File: src/design/pbpc_pkg.sv
// Package for the port B / port C alternate-function override logic.
// Assumes a single core clock; all override outputs are per-pin vectors.
package pbpc_pkg;
   localparam int PBPC_PORT_W = 8;
   localparam int PBPC_MASK_W = 3;
   // Port B pin positions
   localparam int PBPC_B_CNT0 = 0;
   localparam int PBPC_B_CNT1 = 1;
   localparam int PBPC_B_CMP_POS = 2;
   localparam int PBPC_B_CMP_NEG = 3;
   localparam int PBPC_B_SEL = 4;
   localparam int PBPC_B_MOSI = 5;
   localparam int PBPC_B_MISO = 6;
   localparam int PBPC_B_SCK = 7;
   // Mask limits per port C pin, bit 0 first
   localparam logic [2:0] PBPC_LIM_C0 = 3'h7;
   localparam logic [2:0] PBPC_LIM_C1 = 3'h7;
   localparam logic [2:0] PBPC_LIM_C2 = 3'h6;
   localparam logic [2:0] PBPC_LIM_C3 = 3'h5;
   localparam logic [2:0] PBPC_LIM_C4 = 3'h4;
   localparam logic [2:0] PBPC_LIM_C5 = 3'h3;
   localparam logic [2:0] PBPC_LIM_C6 = 3'h2;
   localparam logic [2:0] PBPC_LIM_C7 = 3'h1;
   // Value after reset of the registered outputs
   localparam logic [7:0] PBPC_RST_BYTE = 8'h00;
   localparam logic PBPC_RST_BIT = 1'b0;
endpackage

File: src/design/pbpc_addr_pin.sv
// One port C address pin: override enable from the memory enable and mask.
// Assumes mask and enable are stable core-clock signals.
`timescale 1ns/100ps
module pbpc_addr_pin
   import pbpc_pkg::*;
#(
   parameter logic [2:0] LIMIT = 3'h7
) (
   input wire logic ext_mem_enable,
   input wire logic [2:0] ext_mem_high_addr_mask,
   output logic claim
);
   // Pin belongs to the memory bus while the mask is below its limit
   assign claim = ext_mem_enable && (ext_mem_high_addr_mask < LIMIT);
endmodule

File: src/design/pbpc_override.sv
// Override logic for port B peripherals and port C high address bits.
// Assumes pin inputs come from pads (synchronised here) and all peripheral
// signals are on sys_clk. Override outputs are registered, one cycle late.
`timescale 1ns/100ps
// Operation
// RULE_01: Software sets the port B bit 0 direction before compare appears.
// RULE_02: Port B bit 0 value override follows timer 0 compare enable.
// RULE_03: Port B bits 0 and 1 inputs feed timer 0 and 1 counts.
// RULE_04: MISO input feeds SPI master receive; override carries slave send.
// RULE_05: MOSI override carries master send; input feeds slave; SCK both.
// RULE_06: SPI pins: pull-up value latch AND disable; enables SPI and master.
// RULE_07: Port B bits 3 and 2 go to comparator; bit 3 direction value 1.
// RULE_08: Port C bits 7..0 carry external address bits 15..8.
// RULE_09: Port C bits 7..4 claimed when enabled and mask below 1..4.
// RULE_10: Port C bits 3..0 claimed when mask below 5,6,7,7.
// RULE_11: One enable bit claims pins; the mask releases upper pins.
module pbpc_override
   import pbpc_pkg::*;
(
   input wire logic sys_clk,
   input wire logic rst_b,
   input wire logic serial_periph_enable,
   input wire logic master_select,
   input wire logic global_pullup_disable,
   input wire logic ext_mem_enable,
   input wire logic [2:0] ext_mem_high_addr_mask,
   input wire logic [7:0] portb_latch,
   input wire logic [7:0] portb_pin,
   input wire logic [7:0] portc_pin,
   input wire logic timer0_compare_enable,
   input wire logic timer0_compare_output,
   input wire logic spi_clock_output,
   input wire logic spi_slave_tx,
   input wire logic spi_master_tx,
   input wire logic [7:0] ext_addr_high,
   output logic [7:0] portb_pullup_override_enable,
   output logic [7:0] portb_pullup_override_value,
   output logic [7:0] portb_direction_override_enable,
   output logic [7:0] portb_direction_override_value,
   output logic [7:0] portb_pin_value_override_enable,
   output logic [7:0] portb_pin_value_override_value,
   output logic [7:0] portb_input_enable_override_enable,
   output logic [7:0] portb_input_enable_override_value,
   output logic [7:0] portc_pullup_override_enable,
   output logic [7:0] portc_pullup_override_value,
   output logic [7:0] portc_direction_override_enable,
   output logic [7:0] portc_direction_override_value,
   output logic [7:0] portc_pin_value_override_enable,
   output logic [7:0] portc_pin_value_override_value,
   output logic [7:0] portc_input_enable_override_enable,
   output logic [7:0] portc_input_enable_override_value,
   output logic timer0_count_input,
   output logic timer1_count_input,
   output logic spi_master_rx,
   output logic spi_slave_rx,
   output logic spi_clock_input,
   output logic spi_slave_select_in,
   output logic comparator_pos_input,
   output logic comparator_neg_input
);
   logic [7:0] pb_meta_r;
   logic [7:0] pb_sync_r;
   logic [7:0] pc_meta_r;
   logic [7:0] pc_sync_r;
   logic [7:0] pc_claim;
   logic spi_own;
   logic [7:0] b_pue_nxt, b_puv_nxt, b_dde_nxt, b_ddv_nxt;
   logic [7:0] b_pve_nxt, b_pvv_nxt;
   logic [7:0] b_pue_r, b_puv_r, b_dde_r, b_ddv_r, b_pve_r, b_pvv_r;
   logic [7:0] c_claim_r, c_addr_r;

   // Pads are asynchronous; two flops before the digital paths read them
   always_ff @(posedge sys_clk) begin
      if (!rst_b) begin
         pb_meta_r <= PBPC_RST_BYTE;
         pb_sync_r <= PBPC_RST_BYTE;
         pc_meta_r <= PBPC_RST_BYTE;
         pc_sync_r <= PBPC_RST_BYTE;
      end else begin
         pb_meta_r <= portb_pin;
         pb_sync_r <= pb_meta_r;
         pc_meta_r <= portc_pin;
         pc_sync_r <= pc_meta_r;
      end
   end

   // Peripheral input paths from synchronised pads
   assign timer0_count_input = pb_sync_r[PBPC_B_CNT0]; // RULE_03
   assign timer1_count_input = pb_sync_r[PBPC_B_CNT1]; // RULE_03
   assign spi_master_rx = pb_sync_r[PBPC_B_MISO]; // RULE_04
   assign spi_slave_rx = pb_sync_r[PBPC_B_MOSI]; // RULE_05
   assign spi_clock_input = pb_sync_r[PBPC_B_SCK]; // RULE_05
   assign spi_slave_select_in = pb_sync_r[PBPC_B_SEL];
   // Comparator sees the raw pad: analog path, not sampled
   assign comparator_pos_input = portb_pin[PBPC_B_CMP_POS]; // RULE_07
   assign comparator_neg_input = portb_pin[PBPC_B_CMP_NEG]; // RULE_07

   assign spi_own = serial_periph_enable && master_select; // RULE_06

   // Port B override terms; bits without an entry stay zero
   always_comb begin
      b_pue_nxt = 8'h00;
      b_puv_nxt = 8'h00;
      b_dde_nxt = 8'h00;
      b_ddv_nxt = 8'h00;
      b_pve_nxt = 8'h00;
      b_pvv_nxt = 8'h00;
      // Latch AND the disable term itself, not its inverse
      b_pue_nxt[7:4] = {4{spi_own}}; // RULE_06
      b_dde_nxt[7:4] = {4{spi_own}}; // RULE_06
      b_puv_nxt[7:4] = portb_latch[7:4] &
         {4{global_pullup_disable}}; // RULE_06
      b_pve_nxt[7:5] = {3{spi_own}}; // RULE_05
      b_pvv_nxt[PBPC_B_SCK] = spi_clock_output; // RULE_05
      b_pvv_nxt[PBPC_B_MISO] = spi_slave_tx; // RULE_04
      b_pvv_nxt[PBPC_B_MOSI] = spi_master_tx; // RULE_05
      // Value 1 with enable 0: no effect unless enable rises
      b_ddv_nxt[PBPC_B_CMP_NEG] = 1'b1; // RULE_07
      // Direction left to software; pin drives only if it set it
      b_pve_nxt[PBPC_B_CNT0] = timer0_compare_enable; // RULE_02 RULE_01
      b_pvv_nxt[PBPC_B_CNT0] = timer0_compare_output; // RULE_02
   end

   // Per-pin claim of port C by the memory bus
   pbpc_addr_pin #(.LIMIT(PBPC_LIM_C0)) u_c0 (.ext_mem_enable(ext_mem_enable),
      .ext_mem_high_addr_mask(ext_mem_high_addr_mask), .claim(pc_claim[0]));
   pbpc_addr_pin #(.LIMIT(PBPC_LIM_C1)) u_c1 (.ext_mem_enable(ext_mem_enable),
      .ext_mem_high_addr_mask(ext_mem_high_addr_mask), .claim(pc_claim[1]));
   pbpc_addr_pin #(.LIMIT(PBPC_LIM_C2)) u_c2 (.ext_mem_enable(ext_mem_enable),
      .ext_mem_high_addr_mask(ext_mem_high_addr_mask), .claim(pc_claim[2]));
   pbpc_addr_pin #(.LIMIT(PBPC_LIM_C3)) u_c3 (.ext_mem_enable(ext_mem_enable),
      .ext_mem_high_addr_mask(ext_mem_high_addr_mask), .claim(pc_claim[3]));
   pbpc_addr_pin #(.LIMIT(PBPC_LIM_C4)) u_c4 (.ext_mem_enable(ext_mem_enable),
      .ext_mem_high_addr_mask(ext_mem_high_addr_mask), .claim(pc_claim[4]));
   pbpc_addr_pin #(.LIMIT(PBPC_LIM_C5)) u_c5 (.ext_mem_enable(ext_mem_enable),
      .ext_mem_high_addr_mask(ext_mem_high_addr_mask), .claim(pc_claim[5]));
   pbpc_addr_pin #(.LIMIT(PBPC_LIM_C6)) u_c6 (.ext_mem_enable(ext_mem_enable),
      .ext_mem_high_addr_mask(ext_mem_high_addr_mask), .claim(pc_claim[6]));
   pbpc_addr_pin #(.LIMIT(PBPC_LIM_C7)) u_c7 (.ext_mem_enable(ext_mem_enable),
      .ext_mem_high_addr_mask(ext_mem_high_addr_mask), .claim(pc_claim[7]));

   // Port B override register; data outputs come from flops
   always_ff @(posedge sys_clk) begin
      if (!rst_b) begin
         b_pue_r <= PBPC_RST_BYTE;
         b_puv_r <= PBPC_RST_BYTE;
         b_dde_r <= PBPC_RST_BYTE;
         b_ddv_r <= PBPC_RST_BYTE;
         b_pve_r <= PBPC_RST_BYTE;
         b_pvv_r <= PBPC_RST_BYTE;
      end else begin
         b_pue_r <= b_pue_nxt;
         b_puv_r <= b_puv_nxt;
         b_dde_r <= b_dde_nxt;
         b_ddv_r <= b_ddv_nxt;
         b_pve_r <= b_pve_nxt;
         b_pvv_r <= b_pvv_nxt;
      end
   end

   // Port C claim and address, one flop; address bit n+8 on pin n
   always_ff @(posedge sys_clk) begin
      if (!rst_b) begin
         c_claim_r <= PBPC_RST_BYTE;
         c_addr_r <= PBPC_RST_BYTE;
      end else begin
         c_claim_r <= pc_claim; // RULE_09 RULE_10 RULE_11
         c_addr_r <= ext_addr_high; // RULE_08
      end
   end

   assign portb_pullup_override_enable = b_pue_r;
   assign portb_pullup_override_value = b_puv_r;
   assign portb_direction_override_enable = b_dde_r;
   assign portb_direction_override_value = b_ddv_r;
   assign portb_pin_value_override_enable = b_pve_r;
   assign portb_pin_value_override_value = b_pvv_r;
   assign portb_input_enable_override_enable = 8'h00;
   assign portb_input_enable_override_value = 8'h00;
   // Claimed pins: output, pull-up off, value is address
   assign portc_pullup_override_enable = c_claim_r; // RULE_09
   assign portc_pullup_override_value = 8'h00; // RULE_09
   assign portc_direction_override_enable = c_claim_r; // RULE_10
   assign portc_direction_override_value = 8'hff; // RULE_10
   assign portc_pin_value_override_enable = c_claim_r; // RULE_09
   assign portc_pin_value_override_value = c_addr_r; // RULE_08
   assign portc_input_enable_override_enable = 8'h00; // RULE_10
   assign portc_input_enable_override_value = 8'h00;

   // Antecedents sample rst_b, except in chk_pc_release, chk_pc_off, chk_pb_cnt_in and chk_pb_cmp_pin: the edge of release still sees reset held
   chk_pc_claim_mask: assert property (@(posedge sys_clk) disable iff (!rst_b)
      rst_b && ext_mem_enable && ext_mem_high_addr_mask == 3'h0 |=>
      portc_pin_value_override_enable == 8'hff) // RULE_09
      else $error("port C not fully claimed at mask 0");
   chk_pc_release: assert property (@(posedge sys_clk) disable iff (!rst_b)
      ext_mem_enable && ext_mem_high_addr_mask == 3'h7 |=>
      portc_pin_value_override_enable == 8'h00) // RULE_10
      else $error("port C not released at mask 7");
   chk_pc_off: assert property (@(posedge sys_clk) disable iff (!rst_b)
      !ext_mem_enable |=> portc_direction_override_enable == 8'h00) // RULE_11
      else $error("port C claimed with memory disabled");
   chk_pc_addr: assert property (@(posedge sys_clk) disable iff (!rst_b)
      rst_b |=>
      portc_pin_value_override_value == $past(ext_addr_high)) // RULE_08
      else $error("address bits not on port C");
   chk_pc_mid: assert property (@(posedge sys_clk) disable iff (!rst_b)
      rst_b && ext_mem_enable && ext_mem_high_addr_mask == 3'h4 |=>
      portc_pullup_override_enable == 8'h0f) // RULE_10
      else $error("mask 4 claim wrong");
   chk_pb_cmp: assert property (@(posedge sys_clk) disable iff (!rst_b)
      rst_b && timer0_compare_enable |=>
      portb_pin_value_override_enable[0] &&
      portb_pin_value_override_value[0] == $past(timer0_compare_output)
      && !portb_direction_override_enable[0]) // RULE_02
      else $error("compare output not on port B bit 0");
   chk_pb_spi_en: assert property (@(posedge sys_clk) disable iff (!rst_b)
      rst_b && serial_periph_enable && master_select |=>
      portb_direction_override_enable[7:4] == 4'hf &&
      portb_direction_override_value[7:4] == 4'h0) // RULE_06
      else $error("SPI direction override wrong");
   chk_pb_pullv: assert property (@(posedge sys_clk) disable iff (!rst_b)
      rst_b |=> portb_pullup_override_value[7:4] ==
      ($past(portb_latch[7:4]) & {4{$past(global_pullup_disable)}})) // RULE_06
      else $error("SPI pull-up value wrong");
   chk_pb_miso: assert property (@(posedge sys_clk) disable iff (!rst_b)
      rst_b |=> portb_pin_value_override_value[6] == $past(spi_slave_tx) &&
      portb_pin_value_override_value[5] == $past(spi_master_tx)) // RULE_04
      else $error("MISO or MOSI value path wrong");
   chk_pb_cnt_in: assert property (@(posedge sys_clk) disable iff (!rst_b)
      ##2 timer1_count_input == $past(portb_pin[1], 2)) // RULE_03
      else $error("timer 1 count input not from pad");
   chk_pb_cmp_pin: assert property (@(posedge sys_clk) disable iff (!rst_b)
      portb_direction_override_value[3] == 1'b1 ||
      $past(!rst_b)) // RULE_07
      else $error("bit 3 direction value not one");
   cov_spi_master: cover property (@(posedge sys_clk) disable iff (!rst_b)
      serial_periph_enable && master_select ##1 spi_slave_tx);
   cov_mem_partial: cover property (@(posedge sys_clk) disable iff (!rst_b)
      ext_mem_enable && ext_mem_high_addr_mask == 3'h3);
   cov_cmp_out: cover property (@(posedge sys_clk) disable iff (!rst_b)
      timer0_compare_enable ##1 timer0_compare_output);
endmodule

File: config.mk
export PLATFORM = sky130hd
export DESIGN_NAME = pbpc_override
export DESIGN_NICKNAME = d
export VERILOG_FILES = /design/src/design/pbpc_pkg.sv /design/src/design/pbpc_addr_pin.sv /design/src/design/pbpc_override.sv
export SDC_FILE = /design/constraint.sdc
export NUM_CORES = 1
export LEC_CHECK = 0
export BUFFER_PORTS_ARGS = -buffer_cell sky130_fd_sc_hd__buf_4
export CAP_MARGIN = 20
export CORE_UTILIZATION = 36
export DETAILED_ROUTE_END_ITERATION = 8
export GPL_ROUTABILITY_DRIVEN = 0
export GPL_TIMING_DRIVEN = 1
export HOLD_SLACK_MARGIN = 0.12
export PLACE_DENSITY = 0.81
export SLEW_MARGIN = 20
export SYNTH_ARGS = -nofsm -noshare
export SYNTH_HDL_FRONTEND = slang
export SYNTH_SLANG_ARGS = --single-unit
File: constraint.sdc
create_clock -name sys_clk -period 1 [get_ports sys_clk]
set_clock_uncertainty 0.1 [all_clocks]
set_input_delay 0 -clock sys_clk [delete_from_list [all_inputs] [get_ports sys_clk]]
set_output_delay 0 -clock sys_clk [all_outputs]
set_load 0.005 [all_outputs]
# [After elaboration in Yosys (flattened, before gate mapping)]
# Cells that the tools add are included.
[word_totals] in_bits=46 rom_bits=0 memories=0 out_inout_bits=136 latchBits=0 ram_bits=0 ff_bits=67 wordCells=30
[classes] addsub=0 shift=0 eq_ne=0 reduce_logical=8 n_mux=1 n_mul=0 n_div=0 bitwise=1 n_lt_le_gt_ge=7
[op_table] op="$lt A3 B3 Y1 const B" count=4
[op_table] op="$logic_and A1 B1 Y1" count=8
[op_table] op="$lt A3 B2 Y1 const B" count=2
[op_table] op="$and A4 B4 Y4" count=1
[op_table] op="$mux W4" count=1
[op_table] op="$lt A3 B1 Y1 const B" count=1

# [Logic depth before layout (Yosys ltp)]
# Gate-level depths: netlist (run 1).
[depth] ltp_word=2 depth_mapped=3 mapped_depth_nobuf=2

# [Cells and area by module]
# From an unflattened synthesis (run 1), not the netlist that was laid out.
[unflattened] hier_cells=198 hier_area_um2=1938.1
[modules_own_cells] mod="pbpc_override" cells_per_inst=186 area_each_um2=1838.0 seq_area_each_um2=780.7 n_inst=1
[modules_own_cells] mod="pbpc_addr_pin at u_c0 ..." cells_per_inst=2 area_each_um2=10.0 seq_area_each_um2=0.0 n_inst=2
[modules_own_cells] mod="pbpc_addr_pin at u_c5" cells_per_inst=2 area_each_um2=16.3 seq_area_each_um2=0.0 n_inst=1
[modules_own_cells] mod="pbpc_addr_pin at u_c7" cells_per_inst=1 area_each_um2=15.0 seq_area_each_um2=0.0 n_inst=1
[modules_own_cells] mod="pbpc_addr_pin at u_c4" cells_per_inst=1 area_each_um2=13.8 seq_area_each_um2=0.0 n_inst=1
[modules_own_cells] mod="pbpc_addr_pin at u_c6" cells_per_inst=1 area_each_um2=12.5 seq_area_each_um2=0.0 n_inst=1
[modules_own_cells] mod="pbpc_addr_pin at u_c2" cells_per_inst=1 area_each_um2=11.3 seq_area_each_um2=0.0 n_inst=1
[modules_own_cells] mod="pbpc_addr_pin at u_c3" cells_per_inst=2 area_each_um2=11.3 seq_area_each_um2=0.0 n_inst=1

# [Least setup slack after synthesis (run 1)]
# OpenSTA, ideal clock, no wires.
[synth_path] kind="register to output" start="register portb_direction_override_enable[4] (netlist name)" end="output port portb_direction_override_enable[5]" required_time_ns=0.900 stages_incl_launch_ff=2 setup_slack_ns=0.271 arrival_time_ns=0.629 path_buffers=1 cell_sequence="dfxtp_1 buf_4"
[synth_lines] item="end: declaration" line_no="pbpc_override.sv:38" rtl="output logic [7:0] portb_direction_override_enable,"
# No word-level cell between the ends.

# [Final worst setup path (run 1)]
[layout_path] start="input port ext_mem_high_addr_mask[2]" end="register c_claim_r[7] (netlist: portc_direction_override_enable[7])"
[layout_between] elab_chain_len=2
[layout_rtl] item="start: declaration" line_no="pbpc_override.sv:26" rtl="input wire logic [2:0] ext_mem_high_addr_mask,"
[layout_rtl] item="$lt A3 B1 Y1" line_no="pbpc_addr_pin.sv:14" rtl="assign claim = ext_mem_enable && (ext_mem_high_addr_mask < LIMIT);"
[layout_rtl] item="$logic_and A1 B1 Y1" line_no="pbpc_addr_pin.sv:14"
[layout_rtl] item="end signal: assignment" line_no="pbpc_override.sv:167" rtl="c_claim_r <= pc_claim;"
[layout_rtl] item="end: declaration" line_no="pbpc_override.sv:70" rtl="logic [7:0] c_claim_r, c_addr_r;"
# No other way between the ends.
# A chain may end at the register's enable or synchronous reset.

==> results of run 1 <==
-- sequential cells by signal, indices dropped and copies added, names as in the netlist --
| name | cells |
|---|---|
| portc_pin_value_override_value | 8 |
| portc_direction_override_enable | 7 |
| pb_meta_r | 6 |
| pb_sync_r | 6 |
| portb_pin_value_override_value | 4 |
| portb_pullup_override_value | 4 |
| portb_direction_override_enable | 1 |
| portb_direction_override_value | 1 |
| portb_pin_value_override_enable | 1 |
-- power by group --
group          switching (mW)  leakage [nW]  internal, mW
registers              0.0286         0.315          1.58
clock network           0.490        0.0482         0.555
logic                   0.200         0.962         0.312
total                   0.718          1.33          2.45
-- cell families after synthesis --
logic type	count (synthesis)
buf+inv	108
compound gates	4
flops	38
simple gates	35
other cells	2
-- placed cells by master (no fill, tap or decap) --
cell type / count
dfxtp_1: 37
dfxtp_4: 1
inv_1: 1
a21oi_1: 1
and2_1: 24
a21oi_2: 1
a31oi_4: 1
o21a_1: 1
nand3b_1: 1
nor2_1: 2
nand2_4: 1
conb_1: 75
dlygate4sd3_1: 32
and2_2: 1
clkbuf_8: 6
and3_1: 2
nor3_1: 1
and3_2: 3
buf_4: 90
clkinv_2: 1
clkbuf_1: 1
-- metrics by stage --
stage | total power, mW | setup WS (ns)
after floorplan | 2.06 | 0.271
after global placement | 2.04 | 0.224
after detailed placement | 2.05 | 0.183
after CTS | 3.23 | 0.0241
after global routing | 3.36 | 0.0123
final | 3.17 | 0.0371
-- timing repair --
action	in CTS	in global routing
pin swaps	0	0
resized for setup	1	2
endpoints found under the hold margin	40	33
endpoints found under the setup margin	11	12
-- metal layers --
| metal | vias to the layer above | wire, um |
|---|---|---|
| met1 | 545 | 1060 |
| met3 | 5 | 329 |
| li1 | 580 | - |
| met2 | 98 | 1770 |
| met4 | 0 | 65 |
| met5 | - | 0 |
-- final timing paths --
check / startpoint / end / slack, ns / depth (start not counted)
worst max-delay path: ext_mem_high_addr_mask[2] / portc_direction_override_enable[7] / 0.04 / 4
worst min-delay path: rst_b / portb_direction_override_value[3] / -0.09 / 1
worst max register to register: pb_meta_r[0] / pb_sync_r[0] / 0.36 / 1
worst min register to register: pb_meta_r[5] / pb_sync_r[5] / 0.34 / 1
-- layout make-up --
type                       count  share of cell area
tap                           67              0.0337
sequential                    38               0.307
inverter                       1             0.00151
timing repair buffer         122               0.400
clock inverter                 1             0.00201
clock buffer                   7              0.0347
multi-input combinational    114               0.220
==> impl_metrics.yaml, run 1 <==
layout:
  final_cell_area_um2: 2490
  fillCellCount: 450
  final_layout_size_suffix_gt1_frac: 0.371
  multi_input_area_um2: 548
  final_core_util: 0.516
  seq_area_um2: 764
  nets: 328
  syn_to_final_growth_pct: 35.7
  finalNonFillerCells: 350
  n_antenna_cell: 0
sta:
  finalHoldViolCount: 1
  max_freq_mhz: 1040
  min_period_ns: 0.963
  rsz0062_at_grt: "no"
  finalCritPeriodShare: 0.963
  hold-worst-slack_ns: -0.0896
  slew_viol_final: 0
  finalSetupTns_ns: 0
  finalSetupViolCount: 0
logic_synthesis:
  synth-adder-area-share: 0
  synth_top_area_frac: 0.426
  ys.flop_type: "dfxtp_1"
  muxShareOfSynthArea: 0
  synthArstFlopShare: 0
  synth_simple_gate_area_share: 0.122
  synth_area_um2: 1830
  yosysTopAreaCell: "buf_4"
  synth.area.top_cells: "buf_4, dfxtp_1, and2_1"
  yosysUniqueCellTypes: 17
  yosysMostFrequentCell: "buf_4"
  synth_compound_area_frac: 0.0212
  synth_seq_cells: 38
  synth-xor-area-share: 0
  synth-seq-area-share: 0.415
  avgSynthCellArea_um2: 9.80
  synth_warnings: 0
  synth_commonest_cells: "buf_4, dfxtp_1, and2_1"
  synthCells: 187
  synth_top_family_by_area: "buffers and inverters"
  synth-edff-count: 0
clocking:
  htreeDepth: 2
  clk_latency_ns: 0.28
  post_cts_buffers: 0
  hold_buffers: 32
  root_buffer: "clkbuf_8"
  cts_inserted_buffers: 5
  clk_pin_slew_ns: 0.07
  cts_max_path_buffers: 2
  clock-sinks: 38
  cts_tree: "yes"
route:
  finalWirelength_um: 3230
  postRouteAntennaNets: 0
  first_iter_violations: 21
  routed-via-count: 1228
  drc_errors: 0
  drtPass1Iterations: 4
  viasPerCell: 3.51
  detail_route.wl_per_cell_um: 9.22
global_routing:
  grt_usage: 0.108
  antenna_found_initial: 0
  met2_usage: 0.217
  globalRoute.busiestLayer: "met2"
  grtUsageMet1: 0.0927
  grt_max_degree: 34
  grt_pass1_vias: 1000
  overflow: 0
  grt_pass1_wl_um: 4280
  use_met3: 0.0302
critical_path:
  critPathLaunchType: "input pin"
  crit_required_ns: 1.11
  end_kind: "flop"
  worst_path_max_delay_cell: "dlygate4sd3_1"
  slowest_delay_ns: 0.54
  cp_max_fo: 4
  crit_type: "input pin to flop"
  arrival_ns: 1.07
  crit_chain: "dlygate4sd3_1 -> buf_4 -> nand3b_1 -> nor3_1"
  crit_buf_inv: 2
  crit_family: "buffers and inverters"
outcome:
  violations: "hold timing"
  status: "finished, violations left"
placement:
  hpwl_um: 2190
  port_buffers: 90
  dp_cells: 310
  place_area_um2: 2070
power:
  leakagePower_nw: 1.33
  powerDensity_nw_per_um2: 1270
  irDropWorstVdd_mv: 0.506
floorplanning:
  ios: 182
  die_area_um2: 5380
  die_y_um: 73.4
  coreArea_um2: 4820
  rows: 25
  die_x_um: 73.4
  start_util: 0.381
min_path:
  hold_path.class: "input pin to flop"
job:
  drv_cap: 0
(Power assumes the default switching activity.)
==> run 2: changes to the inputs <==
--- a/config.mk
+++ b/config.mk
@@ -8,6 +8,7 @@
 export BUFFER_PORTS_ARGS = -buffer_cell sky130_fd_sc_hd__buf_4
 export CAP_MARGIN = 20
 export CORE_UTILIZATION = 36
+export CTS_BUF_LIST = sky130_fd_sc_hd__clkbuf_16
 export DETAILED_ROUTE_END_ITERATION = 8
 export GPL_ROUTABILITY_DRIVEN = 0
 export GPL_TIMING_DRIVEN = 1
==> run 2 against run 1 <==
- the run still ends with hold timing left
- clock power grew 38%
- sequential share of layout area shrank 0.81 points
- worst hold slack gained 0.017 ns
- cell count grew 0.29%
- sequential power is essentially flat
- register-to-register slack is essentially flat
- global-route usage is essentially flat
- total power grew 12%
- design area grew 2.4%
==> impl_metrics.yaml, run 2 (synthesis results as in run 1) <==
outcome:
  status: "finished, violations left"
  violations: "hold timing"
layout:
  final_layout_size_suffix_gt1_frac: 0.363
  n_antenna_cell: 0
  largest_reg_flops: 8
  mostFrequentLayoutCells: "buf_4, conb_1, dfxtp_1"
  final_common_cell: "buf_4"
  fillCellCount: 450
  nets: 329
  final_core_util: 0.529
  final_cell_area_um2: 2550
  syn_to_final_growth_pct: 38.9
sta:
  finalCritPeriodShare: 0.940
  hold-worst-slack_ns: -0.0727
  min_period_ns: 0.940
  finalSetupViolCount: 0
  rsz0062_at_grt: "no"
  finalHoldViolCount: 1
  slew_viol_final: 0
  finalSetupTns_ns: 0
  max_freq_mhz: 1060
global_routing:
  antenna_found_initial: 0
  use_met3: 0.0261
  grt_pass1_vias: 1006
  grt_max_degree: 34
  globalRoute.busiestLayer: "met2"
  grtUsageMet1: 0.0960
  grt_usage: 0.108
  overflow: 0
  met2_usage: 0.219
  grt_pass1_wl_um: 4350
route:
  routed-via-count: 1225
  viasPerCell: 3.49
  detail_route.wl_per_cell_um: 9.22
  postRouteAntennaNets: 0
  first_iter_violations: 15
  drc_errors: 0
  finalWirelength_um: 3240
  drtPass1Iterations: 4
min_path:
  min_to: "portb_direction_override_value[3]"
  hold_depth: 1
  min_from: "rst_b"
  hold_path.class: "input pin to flop"
critical_path:
  crit_family: "flip-flops"
  worstRegToRegCells: 1
  crit_type: "flop to output pin"
  crit_buf_inv: 1
  crit_chain: "buf_4"
  r2r-start: "pb_meta_r[0]"
  worst_path_max_delay_cell: "dfxtp_2"
  end_kind: "output pin"
  reg2reg_slack_ns: 0.37
  cp_max_fo: 11
  reg2reg_to: "pb_sync_r[0]"
  critPathLaunchType: "flop"
  slowest_delay_ns: 0.42
  arrival_ns: 0.84
  crit_required_ns: 0.90
clocking:
  post_cts_buffers: 0
  root_buffer: "clkbuf_16"
  htreeDepth: 2
  cts_tree: "yes"
  clk_latency_ns: 0.27
  clk_pin_slew_ns: 0.05
  clock-sinks: 38
  cts_max_path_buffers: 2
  cts_inserted_buffers: 5
power:
  total_power_mw: 3.56
  irDropWorstVdd_mv: 0.577
  leakagePower_nw: 1.36
  powerDensity_nw_per_um2: 1400
floorplanning:
  ios: 182
  rows: 25
  die_y_um: 73.4
  start_util: 0.381
  die_x_um: 73.4
  die_area_um2: 5380
  coreArea_um2: 4820
placement:
  hpwl_um: 2190
  port_buffers: 90
  place_area_um2: 2070
job:
  drv_cap: 0
[run 2: changes by cell type in the layout (fill, tap and decap cells not counted)]
cell,delta
dfxtp_2,+1
dfxtp_4,-1
clkbuf_16,+5
buf_4,-1
inv_1,+1
clkbuf_1,-1
dlygate4sd3_1,+1
clkbuf_8,-6
clkinv_1,+1
dlymetal6s4s_1,+1
[run 2: cell type report]
cell class	instances	area, um2	share of cell area
sequential	38	762	0.299
clock buffer	5	125	0.0491
tap	67	83.8	0.0329
clock inverter	3	12.5	0.00491
timing repair buffer	123	1010	0.397
multi-input combinational	114	548	0.215
inverter	1	3.75	0.00147
[run 2: timing repair]
item	in CTS	in global routing
endpoints found under the setup margin	11	2
hold buffers	32	2
pin swaps	0	1
gates resized for setup	1	2
endpoints found under the hold margin	40	30
[run 2: worst max path at each step]
| stage | cells after the start | end | start |
|---|---|---|---|
| after floorplan | 1 | portb_direction_override_enable[5] | portb_direction_override_enable[4] |
| after global placement | 3 | portc_direction_override_enable[7] | rst_b |
| after detailed placement | 3 | portc_direction_override_enable[7] | rst_b |
| after CTS | 4 | portc_direction_override_enable[7] | ext_mem_high_addr_mask[2] |
| after global routing | 1 | portb_pullup_override_enable[7] | portb_direction_override_enable[4] |
| final | 1 | portb_pullup_override_enable[7] | portb_direction_override_enable[4] |
[run 2: routing by layer]
metal | vias up | wire (um)
met2 | 97 | 1800
met4 | 0 | 49
met1 | 541 | 1060
met3 | 5 | 325
met5 | - | 0
li1 | 582 | -
[run 2: where the power goes]
| part | internal (mW) | leakage, nW | switching (mW) |
|---|---|---|---|
| logic | 0.315 | 0.974 | 0.201 |
| clock network | 0.898 | 0.0724 | 0.533 |
| registers | 1.59 | 0.315 | 0.0287 |
[run 2: per-stage QoR]
stage | cells | setup slack [ns]
6_report | 351 | 0.0595
5_1_grt | 351 | 0.0117
4_1_cts | 350 | 0.0442
3_5_place_dp | 310 | 0.183
3_3_place_gp | 310 | 0.224
2_1_floorplan | 260 | 0.271
==> run 3: changes to the inputs <==
--- a/config.mk
+++ b/config.mk
@@ -7,13 +7,14 @@
 export LEC_CHECK = 0
 export BUFFER_PORTS_ARGS = -buffer_cell sky130_fd_sc_hd__buf_4
 export CAP_MARGIN = 20
-export CORE_UTILIZATION = 36
+export CORE_ASPECT_RATIO = 1.2
+export CORE_UTILIZATION = 30
 export CTS_BUF_LIST = sky130_fd_sc_hd__clkbuf_16
 export DETAILED_ROUTE_END_ITERATION = 8
 export GPL_ROUTABILITY_DRIVEN = 0
 export GPL_TIMING_DRIVEN = 1
 export HOLD_SLACK_MARGIN = 0.12
-export PLACE_DENSITY = 0.81
+export PLACE_DENSITY = 0.69
 export SLEW_MARGIN = 20
 export SYNTH_ARGS = -nofsm -noshare
 export SYNTH_HDL_FRONTEND = slang
==> run 3 against run 2 <==
- the run still ends with hold timing left
- fmax down 2.3%
- combinational power is 1% lower
- register-to-register slack is essentially flat
- sequential share of layout area down 0.56 points
- non-clock buffer count is 1 lower
- design area rose by 1.9%
- cell count rose by 3.4%
- critical path depth is 3 higher
- critical path type is now input pin to flop
- largest power group is now clock
==> impl_metrics.yaml, run 3 (synthesis results as in run 1) <==
layout:
  largest_reg_flops: 8
  final_common_cell: "buf_4"
  final_layout_size_suffix_gt1_frac: 0.367
  fillCellCount: 563
  nets: 328
  syn_to_final_growth_pct: 41.6
  final_cell_area_um2: 2590
  mostFrequentLayoutCells: "buf_4, conb_1, dfxtp_1"
  finalNonFillerCells: 363
  n_antenna_cell: 0
  multi_input_area_um2: 544
  seq_area_um2: 762
  final_core_util: 0.449
floorplanning:
  start_util: 0.317
  die_x_um: 73.4
  coreArea_um2: 5780
  ios: 182
  rows: 30
  die_area_um2: 6430
  die_y_um: 87.6
sta:
  hold-worst-slack_ns: -0.0769
  fin_ws_ns: 0.0374
  slew_viol_final: 0
  finalHoldViolCount: 1
  finalCritPeriodShare: 0.963
  rsz0062_at_grt: "no"
  finalSetupTns_ns: 0
  finalSetupViolCount: 0
  max_freq_mhz: 1040
  min_period_ns: 0.963
route:
  drtPass1Iterations: 3
  viasPerCell: 3.36
  finalWirelength_um: 3210
  postRouteAntennaNets: 0
  routed-via-count: 1220
  detail_route.wl_per_cell_um: 8.85
  first_iter_violations: 16
  drc_errors: 0
critical_path:
  cp-startpoint: "ext_mem_high_addr_mask[2]"
  end_kind: "flop"
  reg2reg_slack_ns: 0.36
  critPathLaunchType: "input pin"
  arrival_ns: 1.06
  reg2reg_to: "pb_sync_r[5]"
  r2r-start: "pb_meta_r[5]"
  worstRegToRegCells: 1
  worstSetupEndpoint: "portc_direction_override_enable[7]"
  crit_required_ns: 1.09
  crit_type: "input pin to flop"
  cp_max_fo: 4
placement:
  place_area_um2: 2080
  place_ws_ns: 0.182
  port_buffers: 90
  dp_cells: 323
  hpwl_um: 2180
power:
  leakagePower_nw: 1.37
  irDropWorstVdd_mv: 0.648
  powerDensity_nw_per_um2: 1590
  total_power_mw: 4.11
clocking:
  cts_tree: "yes"
  htreeDepth: 2
  clk_pin_slew_ns: 0.05
  hold_buffers: 32
  clk_latency_ns: 0.27
  root_buffer: "clkbuf_16"
  cts_max_path_buffers: 2
  cts_inserted_buffers: 5
  clock-sinks: 38
  post_cts_buffers: 0
outcome:
  status: "finished, violations left"
  violations: "hold timing"
min_path:
  hold_path.class: "input pin to flop"
job:
  drv_cap: 0
global_routing:
  antenna_found_initial: 0
  grt_max_degree: 34
  grt_pass1_vias: 1003
  overflow: 0
  grt_pass1_wl_um: 4340
  grt_usage: 0.0921
[run 3: repair_timing]
action | 4_1_cts | 5_1_grt
gates resized for setup | 1 | 0
setup endpoints to repair | 11 | 0
hold endpoints to repair | 40 | 29
[run 3: worst min-delay path by stage]
stage / end / slack (ns) / cells past startpoint / startpoint
6_report: portb_direction_override_value[3] / -0.08 / 1 / rst_b
5_1_grt: portb_direction_override_value[3] / -0.05 / 1 / rst_b
4_1_cts: portb_direction_override_value[3] / -0.07 / 1 / rst_b
3_5_place_dp: comparator_neg_input / -0.1 / 0 / portb_pin[3]
3_3_place_gp: comparator_neg_input / -0.1 / 0 / portb_pin[3]
2_1_floorplan: portb_direction_override_value[3] / -0.07 / 0 / rst_b
[run 3: area by class of cell]
| class | count | share of cell area |
|---|---|---|
| tap | 80 | 0.0386 |
| multi-input combinational | 114 | 0.210 |
| sequential | 38 | 0.294 |
| clock buffer | 5 | 0.0482 |
| clock inverter | 3 | 0.0246 |
| timing repair buffer | 122 | 0.384 |
| inverter | 1 | 0.00145 |
[run 3: power by group]
group / switching [mW] / internal [mW] / leakage, nW
clock: 0.571 / 1.42 / 0.0915
combinational: 0.198 / 0.311 / 0.962
sequential: 0.0277 / 1.59 / 0.315
total: 0.796 / 3.32 / 1.37
[run 3: worst max-delay path: stages]
cell           delay (ns)
dlygate4sd3_1        0.54
buf_4                0.16
nand3b_1             0.20
nor3_1               0.16
[run 3: routing by layer]
| metal | track usage | routed length (um) | vias to the layer above | part of all wire |
|---|---|---|---|---|
| li1 | - | - | 581 | - |
| met1 | 0.0757 | 1050 | 532 | 0.33 |
| met2 | 0.185 | 1760 | 105 | 0.55 |
| met3 | 0.0311 | 365 | 2 | 0.11 |
| met4 | 0.0524 | 38 | 0 | 0.012 |
| met5 | 0 | 0 | - | 0 |
